`src/verilog/cspcg_pkg.sv`:
```
package cspcg_pkg;

    // Core clock and nominal oscillator rates, in Hz
    localparam int CORE_CLK_HZ  = 32'h017D_7840;
    localparam int SLOW_OSC_HZ  = 32'h0003_A980;
    localparam int FAST_OSC_HZ  = 32'h007A_1200;

    // Core cycles per oscillator period (tick enables)
    localparam int SLOW_DIV_CYC = CORE_CLK_HZ / SLOW_OSC_HZ;
    localparam int FAST_DIV_CYC = CORE_CLK_HZ / FAST_OSC_HZ;

    // Start-up halt: fast periods first, then slow periods
    localparam logic [6:0] BOOT_FAST_PER = 7'h60;
    localparam logic [3:0] BOOT_SLOW_PER = 4'h8;

    // Register offsets
    localparam logic [2:0] OFS_CPU_DIV    = 3'h0;
    localparam logic [2:0] OFS_PER_DIV    = 3'h1;
    localparam logic [2:0] OFS_WAKE       = 3'h2;
    localparam logic [2:0] OFS_SLOW_MODE  = 3'h3;
    localparam logic [2:0] OFS_WDT_SEL    = 3'h4;
    localparam logic [2:0] OFS_STATUS     = 3'h5;

    // Reset values
    localparam logic [1:0] RST_CPU_DIV  = 2'h2;
    localparam logic [1:0] RST_PER_DIV  = 2'h2;
    localparam logic [1:0] RST_WAKE     = 2'h0;
    localparam logic [1:0] RST_WDT_SEL  = 2'h1;

    // Divider select codes
    localparam logic [1:0] PER_DIV_BAD  = 2'h3;

    // Watchdog clock select codes
    localparam logic [1:0] WDT_SEL_PER  = 2'h0;
    localparam logic [1:0] WDT_SEL_SLOW = 2'h1;

    // Configuration word fields
    localparam int OPT_SRC_LSB    = 0;
    localparam int OPT_STOPOK_BIT = 2;
    localparam int OPT_SETTLE_LSB = 3;

    // Status register field positions
    localparam int STAT_STATE_LSB = 0;
    localparam int STAT_SRC_LSB   = 3;
    localparam int STAT_SLOW_BIT  = 5;
    localparam int STAT_STOPOK_BIT = 6;

    typedef enum logic [1:0] {
        SRC_RING    = 2'b00,
        SRC_CRYSTAL = 2'b01,
        SRC_EXT     = 2'b10
    } cspcg_src_t;

    typedef enum logic [2:0] {
        ST_BOOT   = 3'b000,
        ST_SETTLE = 3'b001,
        ST_RUN    = 3'b010,
        ST_HALT   = 3'b011,
        ST_STOP   = 3'b100
    } cspcg_fsm_t;

    typedef struct packed {
        cspcg_fsm_t  state;
        cspcg_src_t  optSrc;
        logic        optStopOk;
        logic [1:0]  settleSel;
        logic [17:0] settleCnt;
        logic [6:0]  bootFast;
        logic [3:0]  bootSlow;
        logic [1:0]  fastCnt;
        logic [6:0]  slowCnt;
        logic        pinSync1;
        logic        pinSync2;
        logic        pinPrev;
        logic [1:0]  perCnt;
        logic [1:0]  perAct;
        logic [2:0]  cpuCnt;
        logic [1:0]  cpuAct;
        logic [1:0]  regCpuSel;
        logic [1:0]  regPerSel;
        logic [1:0]  regWake;
        logic        regSlowStop;
        logic [1:0]  regWdtSel;
        logic [7:0]  rdata;
        logic        cpuEn;
        logic        perEn;
        logic        sysEn;
        logic        slowEn;
        logic        wdtEn;
        logic        auxEn;
    } cspcg_state_t;

endpackage
```
`src/verilog/cspcg_core.sv`:
```
// Design decisions made here: the register addresses and strobed register access.
`timescale 1ns/1ns
module cspcg_core #(
    parameter int SETTLE_EXP0 = 10,
    parameter int SETTLE_EXP1 = 12,
    parameter int SETTLE_EXP2 = 15,
    parameter int SETTLE_EXP3 = 17
) (
    input  wire logic       core_clk,
    input  wire logic       srst,
    input  wire logic [7:0] optionWord,
    input  wire logic       firstOscPin,
    input  wire logic       haltReq,
    input  wire logic       stopReq,
    input  wire logic       wakeIrq,
    input  wire logic [2:0] regAddr,
    input  wire logic [7:0] regWdata,
    input  wire logic       regWr,
    input  wire logic       regRd,
    output logic      [7:0] regRdata,
    output logic            cpuClkEn,
    output logic            periphClkEn,
    output logic            sysClkEn,
    output logic            slowClkEn,
    output logic            wdtClkEn,
    output logic            auxTimerClkEn,
    output logic            secondPinFree,
    output logic            cpuRun
);

    cspcg_pkg::cspcg_state_t q;
    cspcg_pkg::cspcg_state_t d;

    logic        slowRun;
    logic        fastTick;
    logic        slowTickRaw;
    logic        slowTick;
    logic        pinEdge;
    logic        sysTick;
    logic        perTick;
    logic        cpuTick;
    logic        wdtTick;
    logic        standby;
    logic        bootDone;
    logic        settleDone;
    logic [1:0]  perMask;
    logic [2:0]  cpuMask;
    logic [17:0] settleLim;

    // Tick sources, dividers and the start-up sequence
    always_comb
    begin
        d = q;
        // Stop bit only counts when the configuration allows it
        slowRun     = !(q.optStopOk && q.regSlowStop);
        fastTick    = (q.fastCnt == 2'(cspcg_pkg::FAST_DIV_CYC - 1));
        slowTickRaw = (q.slowCnt == 7'(cspcg_pkg::SLOW_DIV_CYC - 1));
        slowTick    = slowRun && slowTickRaw;
        pinEdge     = q.pinSync2 && !q.pinPrev;
        standby     = (q.state == cspcg_pkg::ST_HALT) || (q.state == cspcg_pkg::ST_STOP);

        // System clock source follows the latched configuration
        sysTick = (q.optSrc == cspcg_pkg::SRC_RING) ? fastTick : pinEdge;
        if ((q.state == cspcg_pkg::ST_BOOT) || (q.state == cspcg_pkg::ST_STOP))
        begin
            sysTick = 1'b0;
        end

        // Peripheral divide by 1, 2 or 4
        case (q.perAct)
            2'h0:    perMask = 2'h0;
            2'h1:    perMask = 2'h1;
            default: perMask = 2'h3;
        endcase
        perTick = sysTick && (q.perCnt == perMask);

        // CPU divide of the peripheral clock by 1, 2, 4 or 8
        case (q.cpuAct)
            2'h0:    cpuMask = 3'h0;
            2'h1:    cpuMask = 3'h1;
            2'h2:    cpuMask = 3'h3;
            default: cpuMask = 3'h7;
        endcase
        cpuTick = perTick && (q.cpuCnt == cpuMask) && (q.state == cspcg_pkg::ST_RUN);

        // Settle length, in system clock periods
        case (q.settleSel)
            2'h0:    settleLim = 18'(1) << SETTLE_EXP0;
            2'h1:    settleLim = 18'(1) << SETTLE_EXP1;
            2'h2:    settleLim = 18'(1) << SETTLE_EXP2;
            default: settleLim = 18'(1) << SETTLE_EXP3;
        endcase
        settleDone = sysTick && (q.settleCnt == settleLim - 18'(1));

        // First slow tick after the fast phase only opens the count, so the
        // partial slow period never shortens the eight full ones
        bootDone = (q.bootFast == cspcg_pkg::BOOT_FAST_PER) && slowTickRaw
                   && (q.bootSlow == cspcg_pkg::BOOT_SLOW_PER);

        // Watchdog clock routing
        if (!q.optStopOk)
        begin
            wdtTick = slowTickRaw;
        end
        else if (standby)
        begin
            wdtTick = 1'b0;
        end
        else
        begin
            case (q.regWdtSel)
                cspcg_pkg::WDT_SEL_PER:  wdtTick = perTick;
                cspcg_pkg::WDT_SEL_SLOW: wdtTick = slowTick;
                default:                 wdtTick = 1'b0;
            endcase
        end

        // Oscillator models (fast one free-running, slow one held while stopped) and pin synchroniser
        d.fastCnt  = fastTick ? 2'h0 : q.fastCnt + 2'h1;
        if (slowRun)
        begin
            d.slowCnt = slowTickRaw ? 7'h00 : q.slowCnt + 7'h01;
        end
        d.pinSync1 = firstOscPin;
        d.pinSync2 = q.pinSync1;
        d.pinPrev  = q.pinSync2;

        // Dividers reload their ratio only at wrap
        if (sysTick)
        begin
            if (q.perCnt == perMask)
            begin
                d.perCnt = 2'h0;
                if (q.regPerSel != cspcg_pkg::PER_DIV_BAD)
                begin
                    d.perAct = q.regPerSel;
                end
            end
            else
            begin
                d.perCnt = q.perCnt + 2'h1;
            end
        end
        if (perTick)
        begin
            if (q.cpuCnt == cpuMask)
            begin
                d.cpuCnt = 3'h0;
                d.cpuAct = q.regCpuSel;
            end
            else
            begin
                d.cpuCnt = q.cpuCnt + 3'h1;
            end
        end

        // Start-up, settle and standby sequencing
        case (q.state)
            cspcg_pkg::ST_BOOT:
            begin
                if (q.bootFast != cspcg_pkg::BOOT_FAST_PER)
                begin
                    d.bootFast = q.bootFast + 7'(fastTick);
                end
                else if (slowTickRaw)
                begin
                    d.bootSlow = q.bootSlow + 4'h1;
                end
                if (bootDone)
                begin
                    // Configuration word taken here, once
                    d.optSrc    = cspcg_pkg::cspcg_src_t'(
                                  optionWord[cspcg_pkg::OPT_SRC_LSB +: 2]);
                    d.optStopOk = optionWord[cspcg_pkg::OPT_STOPOK_BIT];
                    d.settleSel = optionWord[cspcg_pkg::OPT_SETTLE_LSB +: 2];
                    d.settleCnt = 18'h0_0000;
                    if (optionWord[cspcg_pkg::OPT_SRC_LSB +: 2] == cspcg_pkg::SRC_CRYSTAL)
                    begin
                        d.state = cspcg_pkg::ST_SETTLE;
                    end
                    else
                    begin
                        d.state = cspcg_pkg::ST_RUN;
                    end
                end
            end
            cspcg_pkg::ST_SETTLE:
            begin
                if (settleDone)
                begin
                    d.state = cspcg_pkg::ST_RUN;
                end
                else if (sysTick)
                begin
                    d.settleCnt = q.settleCnt + 18'h0_0001;
                end
            end
            cspcg_pkg::ST_RUN:
            begin
                if (stopReq)
                begin
                    d.state = cspcg_pkg::ST_STOP;
                end
                else if (haltReq)
                begin
                    d.state = cspcg_pkg::ST_HALT;
                end
            end
            cspcg_pkg::ST_HALT:
            begin
                if (wakeIrq)
                begin
                    d.state = cspcg_pkg::ST_RUN;
                end
            end
            cspcg_pkg::ST_STOP:
            begin
                if (wakeIrq)
                begin
                    if (q.optSrc == cspcg_pkg::SRC_CRYSTAL)
                    begin
                        d.state     = cspcg_pkg::ST_SETTLE;
                        d.settleSel = q.regWake;
                        d.settleCnt = 18'h0_0000;
                    end
                    else
                    begin
                        d.state = cspcg_pkg::ST_RUN;
                    end
                end
            end
            default:
            begin
                d.state = cspcg_pkg::ST_BOOT;
            end
        endcase

        // Register writes
        if (regWr)
        begin
            case (regAddr)
                cspcg_pkg::OFS_CPU_DIV:   d.regCpuSel   = regWdata[1:0];
                cspcg_pkg::OFS_PER_DIV:   d.regPerSel   = regWdata[1:0];
                cspcg_pkg::OFS_WAKE:      d.regWake     = regWdata[1:0];
                cspcg_pkg::OFS_SLOW_MODE: d.regSlowStop = regWdata[0];
                cspcg_pkg::OFS_WDT_SEL:   d.regWdtSel   = regWdata[1:0];
                default:                  d.rdata       = q.rdata;
            endcase
        end

        // Register reads, data valid in the following cycle
        d.rdata = 8'h00;
        if (regRd)
        begin
            case (regAddr)
                cspcg_pkg::OFS_CPU_DIV:   d.rdata[1:0] = q.regCpuSel;
                cspcg_pkg::OFS_PER_DIV:   d.rdata[1:0] = q.regPerSel;
                cspcg_pkg::OFS_WAKE:      d.rdata[1:0] = q.regWake;
                cspcg_pkg::OFS_SLOW_MODE: d.rdata[0]   = q.regSlowStop;
                cspcg_pkg::OFS_WDT_SEL:   d.rdata[1:0] = q.regWdtSel;
                cspcg_pkg::OFS_STATUS:
                begin
                    d.rdata[cspcg_pkg::STAT_STATE_LSB +: 3] = q.state;
                    d.rdata[cspcg_pkg::STAT_SRC_LSB +: 2]   = q.optSrc;
                    d.rdata[cspcg_pkg::STAT_SLOW_BIT]       = slowRun;
                    d.rdata[cspcg_pkg::STAT_STOPOK_BIT]     = q.optStopOk;
                end
                default:                  d.rdata = 8'h00;
            endcase
        end

        // Registered clock enables
        d.cpuEn  = cpuTick;
        d.perEn  = perTick;
        d.sysEn  = sysTick;
        d.slowEn = slowTick;
        d.wdtEn  = wdtTick;
        d.auxEn  = slowTick;
    end

    // State register with synchronous reset
    always_ff @(posedge core_clk)
    begin
        if (srst)
        begin
            q           <= '0;
            q.regCpuSel <= cspcg_pkg::RST_CPU_DIV;
            q.regPerSel <= cspcg_pkg::RST_PER_DIV;
            q.cpuAct    <= cspcg_pkg::RST_CPU_DIV;
            q.perAct    <= cspcg_pkg::RST_PER_DIV;
            q.regWake   <= cspcg_pkg::RST_WAKE;
            q.regWdtSel <= cspcg_pkg::RST_WDT_SEL;
        end
        else
        begin
            q <= d;
        end
    end

    // Outputs
    assign regRdata      = q.rdata;
    assign cpuClkEn      = q.cpuEn;
    assign periphClkEn   = q.perEn;
    assign sysClkEn      = q.sysEn;
    assign slowClkEn     = q.slowEn;
    assign wdtClkEn      = q.wdtEn;
    assign auxTimerClkEn = q.auxEn;
    assign secondPinFree = (q.optSrc == cspcg_pkg::SRC_EXT);
    assign cpuRun        = (q.state == cspcg_pkg::ST_RUN);

    // Checks on sequencing and clock routing
    chk_boot_no_cpu: assert property (@(posedge core_clk) disable iff (srst)
        (q.state == cspcg_pkg::ST_BOOT) |=> !cpuClkEn)
        else $error("cpu clock during start-up");
    chk_boot_length: assert property (@(posedge core_clk) disable iff (srst)
        ($past(q.state) == cspcg_pkg::ST_BOOT && q.state != cspcg_pkg::ST_BOOT)
        |-> ($past(q.bootSlow) == cspcg_pkg::BOOT_SLOW_PER
             && $past(q.bootFast) == cspcg_pkg::BOOT_FAST_PER))
        else $error("start-up halt ended early");
    chk_settle_hold: assert property (@(posedge core_clk) disable iff (srst)
        (q.state == cspcg_pkg::ST_SETTLE) ##1 (q.state == cspcg_pkg::ST_SETTLE)
        |-> !cpuClkEn)
        else $error("cpu clock during settle");
    chk_wake_sel: assert property (@(posedge core_clk) disable iff (srst)
        ($past(q.state) == cspcg_pkg::ST_STOP && q.state == cspcg_pkg::ST_SETTLE)
        |-> (q.settleSel == $past(q.regWake)))
        else $error("wake settle not from register");
    chk_settle_len: assert property (@(posedge core_clk) disable iff (srst)
        ($past(q.state) == cspcg_pkg::ST_SETTLE && q.state == cspcg_pkg::ST_RUN)
        |-> ($past(q.settleCnt) == $past(settleLim) - 18'h0_0001))
        else $error("settle length wrong");
    chk_no_wait: assert property (@(posedge core_clk) disable iff (srst)
        (q.state == cspcg_pkg::ST_STOP && q.optSrc != cspcg_pkg::SRC_CRYSTAL && wakeIrq)
        |=> (q.state == cspcg_pkg::ST_RUN))
        else $error("wait inserted on wake");
    chk_div_reset: assert property (@(posedge core_clk)
        srst |=> (q.regCpuSel == 2'h2 && q.perAct == 2'h2))
        else $error("divider selects not 02H after reset");
    chk_halt_entry: assert property (@(posedge core_clk) disable iff (srst)
        (q.state == cspcg_pkg::ST_RUN && haltReq && !stopReq)
        |=> (q.state == cspcg_pkg::ST_HALT) ##1 !cpuClkEn)
        else $error("halt not entered");
    chk_div_boundary: assert property (@(posedge core_clk) disable iff (srst)
        $changed(q.perAct) |-> $past(perTick))
        else $error("peripheral ratio changed mid period");
    chk_wdt_locked: assert property (@(posedge core_clk) disable iff (srst)
        (!q.optStopOk && slowTickRaw) |=> wdtClkEn)
        else $error("locked watchdog clock missing");
    chk_wdt_standby: assert property (@(posedge core_clk) disable iff (srst)
        (q.optStopOk && standby) |=> !wdtClkEn)
        else $error("watchdog clocked in standby");

endmodule

```
`config.mk`:
```
export PLATFORM = sky130hd
export DESIGN_NAME = cspcg_core
export DESIGN_NICKNAME = d
export VERILOG_FILES = /design/src/verilog/cspcg_pkg.sv /design/src/verilog/cspcg_core.sv
export SDC_FILE = /design/constraint.sdc
export NUM_CORES = 1
export LEC_CHECK = 0
export BUFFER_PORTS_ARGS = -buffer_cell sky130_fd_sc_hd__buf_4
export CORE_MARGIN = 2
export CORE_UTILIZATION = 35
export CTS_CLUSTER_SIZE = 40
export DETAILED_ROUTE_END_ITERATION = 6
export PLACE_DENSITY = 0.53
export RECOVER_POWER = 25
export SLEW_MARGIN = 40
export SYNTH_ARGS = -nofsm -noshare
export SYNTH_HDL_FRONTEND = slang
export SYNTH_SLANG_ARGS = --single-unit
```
`constraint.sdc`:
```
create_clock -name core_clk -period 3.1 [get_ports core_clk]
set_clock_uncertainty 0.2 [all_clocks]
set_input_delay 0.31 -clock core_clk [delete_from_list [all_inputs] [get_ports core_clk]]
set_output_delay 0.31 -clock core_clk [all_outputs]
set_load 0.05 [all_outputs]
```
==> results of run 1 <==
[critical path: cells and delay by family, from the launching register on]
family                   cells  cell delay [ns]
AND/OR/NAND/NOR              4             1.26
AO/OA/AOI/OAI                2             0.61
flip-flops                   1             0.35
adder cells (fa/ha/maj)      1             0.20
[synth_stat cells (all sizes together), types with 5 or more instances]
master / number / area [um^2]
clkbuf: 15 / 56.3
inv: 9 / 33.8
nor4: 5 / 37.5
dfxtp: 79 / 1580
ha: 9 / 113
buf: 15 / 109
and2: 7 / 43.8
xnor2: 9 / 78.8
nand4: 5 / 31.3
nor2: 57 / 221
xor2: 8 / 70.1
a31oi: 7 / 58.8
nor3: 24 / 120
nand3: 25 / 125
or3: 6 / 42.5
o21ai: 25 / 125
a21oi: 25 / 125
nor2b: 8 / 50.1
mux2i: 21 / 210
and3: 5 / 31.3
nand2: 44 / 165
a311oi: 10 / 105
[metrics by stage]
stage / hold WS (ns) / setup slack [ns] / power, mW / instances
floorplan: 0.197 / 0.689 / 1.13 / 466
detailed placement: 0.211 / 0.391 / 1.17 / 614
global placement: 0.207 / 0.449 / 1.17 / 614
finish: 0.0258 / 0.360 / 1.88 / 635
global route: 0.0400 / 0.210 / 1.97 / 635
CTS: 0.00532 / 0.375 / 1.92 / 635
[what timing repair did]
action,4_1_cts,5_1_grt
setup endpoints to repair,0,0
hold buffers,5,0
endpoints found under the hold margin,6,0
[kinds of logic (layout without fill, tap and decap cells)]
family                   Yosys count  after routing  share of synthesized area
AO/OA/AOI/OAI                     91             91                      0.158
XOR/XNOR                          17             17                     0.0379
adder cells (fa/ha/maj)            9              9                     0.0287
buffers and inverters             40             69                     0.0516
flip-flops                        79             79                      0.403
multiplexers                      22             22                     0.0564
other                              1              1                   0.000954
AND/OR/NAND/NOR                  207            207                      0.264
[layout make-up]
cell class | instances | share of cell area
sequential | 79 | 0.358
clock buffer | 9 | 0.0280
timing repair buffer | 43 | 0.0676
inverter | 10 | 0.00849
tap | 140 | 0.0396
multi-input combinational | 347 | 0.485
clock inverter | 7 | 0.0139
[state kept, by name, summed over array words and instances (netlist names)]
name,count
auxTimerClkEn,1
cpuClkEn,1
d,2
periphClkEn,1
q,65
regRdata,7
sysClkEn,1
wdtClkEn,1
[metal layers]
metal,vias up,routed length (um)
li1,1715,-
met3,7,309
met1,1585,4390
met5,-,0
met2,38,4090
met4,0,85
[where the power goes]
part	switching [mW]	internal, mW	total (mW)
clock network	0.424	0.306	0.730
registers	0.0102	1.03	1.04
logic	0.0648	0.0453	0.110
total	0.499	1.38	1.88
[how the worst max path moves through the flow]
| stage | from | endpoint | slack, ns |
|---|---|---|---|
| after detailed placement | q[74] | q[58] | 0.39 |
| after global routing | q[74] | q[58] | 0.21 |
| after global placement | q[74] | q[58] | 0.45 |
| after CTS | q[74] | q[71] | 0.37 |
| final | q[74] | q[62] | 0.36 |
| after floorplan | q[74] | q[58] | 0.69 |
==> metrics.md, run 1 <==
| Metric | Value |
|---|---|
| Post-CTS Setup Repair Bufs | 0 |
| Final wirelength | 8870 um |
| Pin count of the biggest net entering global routing | 62 |
| Reg clk slew, reported paths | 0.09 ns |
| Post-layout minimum cycle time | 2.74 ns |
| Synth warn | 0 |
| Post-CTS Resized | 0 |
| Most common cell after layout, fill and taps aside | dfxtp_1 |
| Met3 usage | 0.0332 |
| Synthesized flop and latch total | 79 |
| Overflow after GRT | 0 |
| Via count | 3345 |
| Num rows | 38 |
| RR Endpoint | q[62] |
| Tcrit/Tclk final | 0.884 |
| CP max-delay cell | and4_1 |
| IO Pins | 43 |
| Gr busiest metal | met2 |
| Mean area per synthesized cell | 8.43 um^2 |
| Worst vdd ir | 0.000284 V |
| Hold endpoint | regRdata[1] |
| Design area | 0.00442 mm^2 |
| Core area | 0.0109 mm^2 |
| GP Congestion | 0.811 |
| Slowest stage delay, CP | 0.45 ns |
| Leakage | 1.58 nW |
| First-pass GRT wire length | 15100 um |
| Post-placement cell area | 0.00422 mm^2 |
| Setup violators final | 0 |
| CP Capture Type | flip-flop |
| Worst reg2reg path depth | 7 |
| RSZ-0062 raised after global routing | no |
| Initial antenna violation count | 0 |
| Sequential cell area | 0.00158 mm^2 |
| Die Y | 110 um |
| WHS Path Cells | 3 |
| Setup CP Type | reg2reg |
| CP arrival | 2.78 ns |
| Ys async rst share | 0 |
| Initial drt markers | 160 |
| Least-Margin Pin Slew | 1.29 ns |
| # nets final | 526 |
| Max-slew headroom | 0.140 |
| Number of global-route vias before repair | 3133 |
| Met2 Use GR | 0.254 |
| CTS tree | built |
| Starting density of the core | 0.361 |
| Crit-path max FO | 10 |
| Worst skew pair latency | 0.36 ns |
| Reg2reg start | q[74] |
| Die Area | 0.0121 mm^2 |
| Crit path required time | 3.14 ns |
| Die X | 110 um |
| Grt met1 use | 0.213 |
| Ys flop type | dfxtp_1 |
| Status | completed |
| Reg-to-reg setup timing slack | 0.36 ns |
| Post-DR wirelength/cell | 14.0 um |
| Final hold vios | 0 |
| Max Slew Vio Count | 0 |
| Maxcap violations | 0 |
| Share of layout cells above drive strength 1 | 0.111 |
| Clock sink count | 79 |
| EDFF count, synth | 0 |
| Most frequent cells in the layout | dfxtp_1, nor2_1, nand2_1, buf_4 |
| ANT cells | 0 |
| Highest clock rate | 0.365 GHz |
| Library cells used by synthesis | 57 |
| Layout Area Growth over Synthesis | 12.6% |
| Global-route usage over all layers | 0.159 |
| Drt first pass iters | 4 |
| Register area share after synthesis | 0.403 |
| Max Buffers Root-to-Sink | 2 |
| Area used by multi-input combinational logic | 0.00214 mm^2 |
| Detailed placer's ending HPWL | 6210 um |
| Antenna-violating nets left | 0 |
| Crit-path cells | or2_2 -> ha_1 -> or3_1 -> a211oi_4 -> and4_1 -> nor2_4 -> a311oi_1 |
| Cells after Synth | 466 |
| Power Density | 425 mW/mm^2 |
| Root Buffer | clkbuf_8 |
| Via/cell ratio | 5.27 |
| Hold Crit Class | in2reg |
| Setup TNS | 0 ns |
| Worst setup SP type | flip-flop |
| Syn Nets | 502 |
| TritonCTS Buffers | 9 |
| Worst hold start | regRd |
| Synthesized cell area | 0.00393 mm^2 |
| PortBufs | 32 |
| Max H-tree Level | 3 |
| Residual DRC | 0 |
| Fillers | 1111 |
| Core Util, Final | 0.406 |
Note: power is estimated with default switching activity, not from simulation.
==> inputs of run 2 (changes only) <==
--- a/config.mk
+++ b/config.mk
@@ -6,11 +6,13 @@
 export NUM_CORES = 1
 export LEC_CHECK = 0
 export BUFFER_PORTS_ARGS = -buffer_cell sky130_fd_sc_hd__buf_4
+export CELL_PAD_IN_SITES_DETAIL_PLACEMENT = 0
+export CELL_PAD_IN_SITES_GLOBAL_PLACEMENT = 1
 export CORE_MARGIN = 2
 export CORE_UTILIZATION = 35
 export CTS_CLUSTER_SIZE = 40
 export DETAILED_ROUTE_END_ITERATION = 6
-export PLACE_DENSITY = 0.53
+export PLACE_DENSITY = 0.66
 export RECOVER_POWER = 25
 export SLEW_MARGIN = 40
 export SYNTH_ARGS = -nofsm -noshare
==> constraint.sdc (replaced) <==
create_clock -name core_clk -period 3.1 [get_ports core_clk]
set_clock_uncertainty 0.2 [all_clocks]
set_input_delay 0.775 -clock core_clk [delete_from_list [all_inputs] [get_ports core_clk]]
set_output_delay 0.775 -clock core_clk [all_outputs]
set_load 0.05 [all_outputs]
==> metrics.md, run 2 (synthesis gave the netlist of run 1 again) <==
| Metric | Value |
|---|---|
| Die X | 110 um (unchanged) |
| Slowest stage delay, CP | 0.45 ns (about the same) |
| Layout Area Growth over Synthesis | 12.2% |
| Pin count of the biggest net entering global routing | 62 (unchanged) |
| Via count | 3343 (-0.060%) |
| Die Area | 0.0121 mm^2 (unchanged) |
| CP arrival | 2.77 ns (about the same) |
| WHS Path Cells | 1 (-2) |
| Worst skew pair latency | 0.36 ns (about the same) |
| ANT cells | 0 (unchanged) |
| Worst setup SP type | flip-flop |
| TritonCTS Buffers | 9 (unchanged) |
| Global-route usage over all layers | 0.163 (+0.00464) |
| Num rows | 38 (unchanged) |
| GP Congestion | 0.768 (-5.3%) |
| Most common cell after layout, fill and taps aside | dfxtp_1 |
| Power Density | 431 mW/mm^2 (+1.4%) |
| Crit-path max FO | 10 (unchanged) |
| Max Slew Vio Count | 0 (unchanged) |
| Least-Margin Pin Slew | 1.30 ns (+0.0139 ns) |
| Highest clock rate | 0.366 GHz (+0.36%) |
| Setup TNS | 0 ns (unchanged) |
| Final wirelength | 8980 um (+1.2%) |
| Initial drt markers | 197 (+23%) |
| Most frequent cells in the layout | dfxtp_1, nor2_1, nand2_1, buf_4 |
| Worst hold start | q[42] |
| Hold endpoint | q[42] |
| Critical path depth | 7 (unchanged) |
| Setup CP Type | reg2reg |
| Crit path buf inv count | 0 (unchanged) |
| Final Power | 1.90 mW (+1.0%) |
| Residual DRC | 0 (unchanged) |
| Post-layout minimum cycle time | 2.73 ns (-0.00986 ns) |
| Post-DR wirelength/cell | 14.2 um (+1.9%) |
| Detailed placer's ending HPWL | 6330 um (+2.1%) |
| Leakage | 1.60 nW (+1.0%) |
| CTS tree | built |
| Drt first pass iters | 4 (unchanged) |
| Core area | 0.0109 mm^2 (unchanged) |
| Worst vdd ir | 0.000158 V (-44%) |
| Max reg flops | 65 (unchanged) |
| Setup violators final | 0 (unchanged) |
| Largest register by flop count | q |
| Worst reg2reg path depth | 7 (unchanged) |
| Post-placement cell area | 0.00424 mm^2 (+0.36%) |
| Hold Crit Class | reg2reg |
| Post-CTS Setup Repair Bufs | 0 (unchanged) |
| IO Pins | 43 (unchanged) |
| CP max-delay cell | and4_1 |
| Initial antenna violation count | 0 (unchanged) |
| Design area | 0.00441 mm^2 (-0.37%) |
| PortBufs | 32 (unchanged) |
| Tcrit/Tclk final | 0.881 (-0.00318) |
| RR Endpoint | q[70] |
| Die Y | 110 um (unchanged) |
| Antenna-violating nets left | 0 (unchanged) |
| # nets final | 523 (-0.57%) |
| Crit path required time | 3.14 ns (about the same) |
| CP Capture Type | flip-flop |
| Reg clk slew, reported paths | 0.08 ns (about the same) |
| RSZ-0062 raised after global routing | no |
| Max H-tree Level | 3 (unchanged) |
| Top delay family on crit path | simple AND/OR/NAND/NOR gates |
| Status | completed |
| Clock sink count | 79 (unchanged) |
| Overflow after GRT | 0 (unchanged) |
| Max Buffers Root-to-Sink | 2 (unchanged) |
| Maxcap violations | 0 (unchanged) |
| Post-CTS Resized | 0 (unchanged) |
| Share of layout cells above drive strength 1 | 0.124 (+0.0131) |
| Reg-to-reg setup timing slack | 0.37 ns (about the same) |
| First-pass GRT wire length | 15400 um (+2.0%) |
| Starting density of the core | 0.361 (unchanged) |
| Final hold vios | 0 (unchanged) |
| Number of global-route vias before repair | 3124 (-0.29%) |
| Crit-path cells | or2_2 -> ha_1 -> or3_1 -> a211oi_4 -> and4_1 -> nor2_4 -> a311oi_1 |
| Root Buffer | clkbuf_8 |
| Max-slew headroom | 0.131 (-0.00928) |
| Cts-stage hold buffer count | 0 (-5) |
| Reg2reg start | q[74] |
| Via/cell ratio | 5.30 (+0.57%) |
[run 2: changes by cell type in the layout (fill, tap and decap cells not counted), sizes merged]
cell / previous run / this run
buf: 27 / 34
clkbuf: 20 / 15
dlygate4sd3: 5 / 0
inv: 13 / 10
clkinv: 2 / 4
bufinv: 0 / 1
clkinvlp: 2 / 1
[run 2: how the worst max path moves through the flow]
stage	startpoint	endpoint	slack [ns]
floorplan	q[74]	q[58]	0.69
CTS	q[74]	q[62]	0.39
detailed placement	q[74]	q[58]	0.39
finish	q[74]	q[70]	0.37
global route	q[74]	q[63]	0.19
global placement	q[74]	q[62]	0.45
[run 2: power breakdown]
part	switching (mW)	internal [mW]	total, mW
Combinational	0.0637	0.0426	0.106
Sequential	0.0101	1.03	1.04
Clock	0.387	0.366	0.753
Total	0.461	1.44	1.90
[run 2: layout make-up]
cell class              instances  area [um^2]
clock inverters                 6         61.3
clock buffers                   9          124
repair buffers                 40          283
multi-input cells             347         2140
inverters                      10         37.5
well taps                     140          175
flip-flops and latches         79         1580
fillers                      1132         6480
[run 2: stage by stage]
step                       util  instances  hold WS, ns  setup WS (ns)
after global placement    0.389        616        0.205          0.452
after global routing      0.405        631        0.264          0.191
after CTS                 0.406        631        0.221          0.388
final                     0.405        631        0.220          0.370
after detailed placement  0.389        616        0.210          0.388
after floorplan               -        466        0.197          0.689
[run 2: metal layers]
metal / global-route usage / part of all wire
met1: 0.229 / 0.51
met4: 0.0678 / 0.017
met5: 0 / 0
met2: 0.250 / 0.44
met3: 0.0231 / 0.031
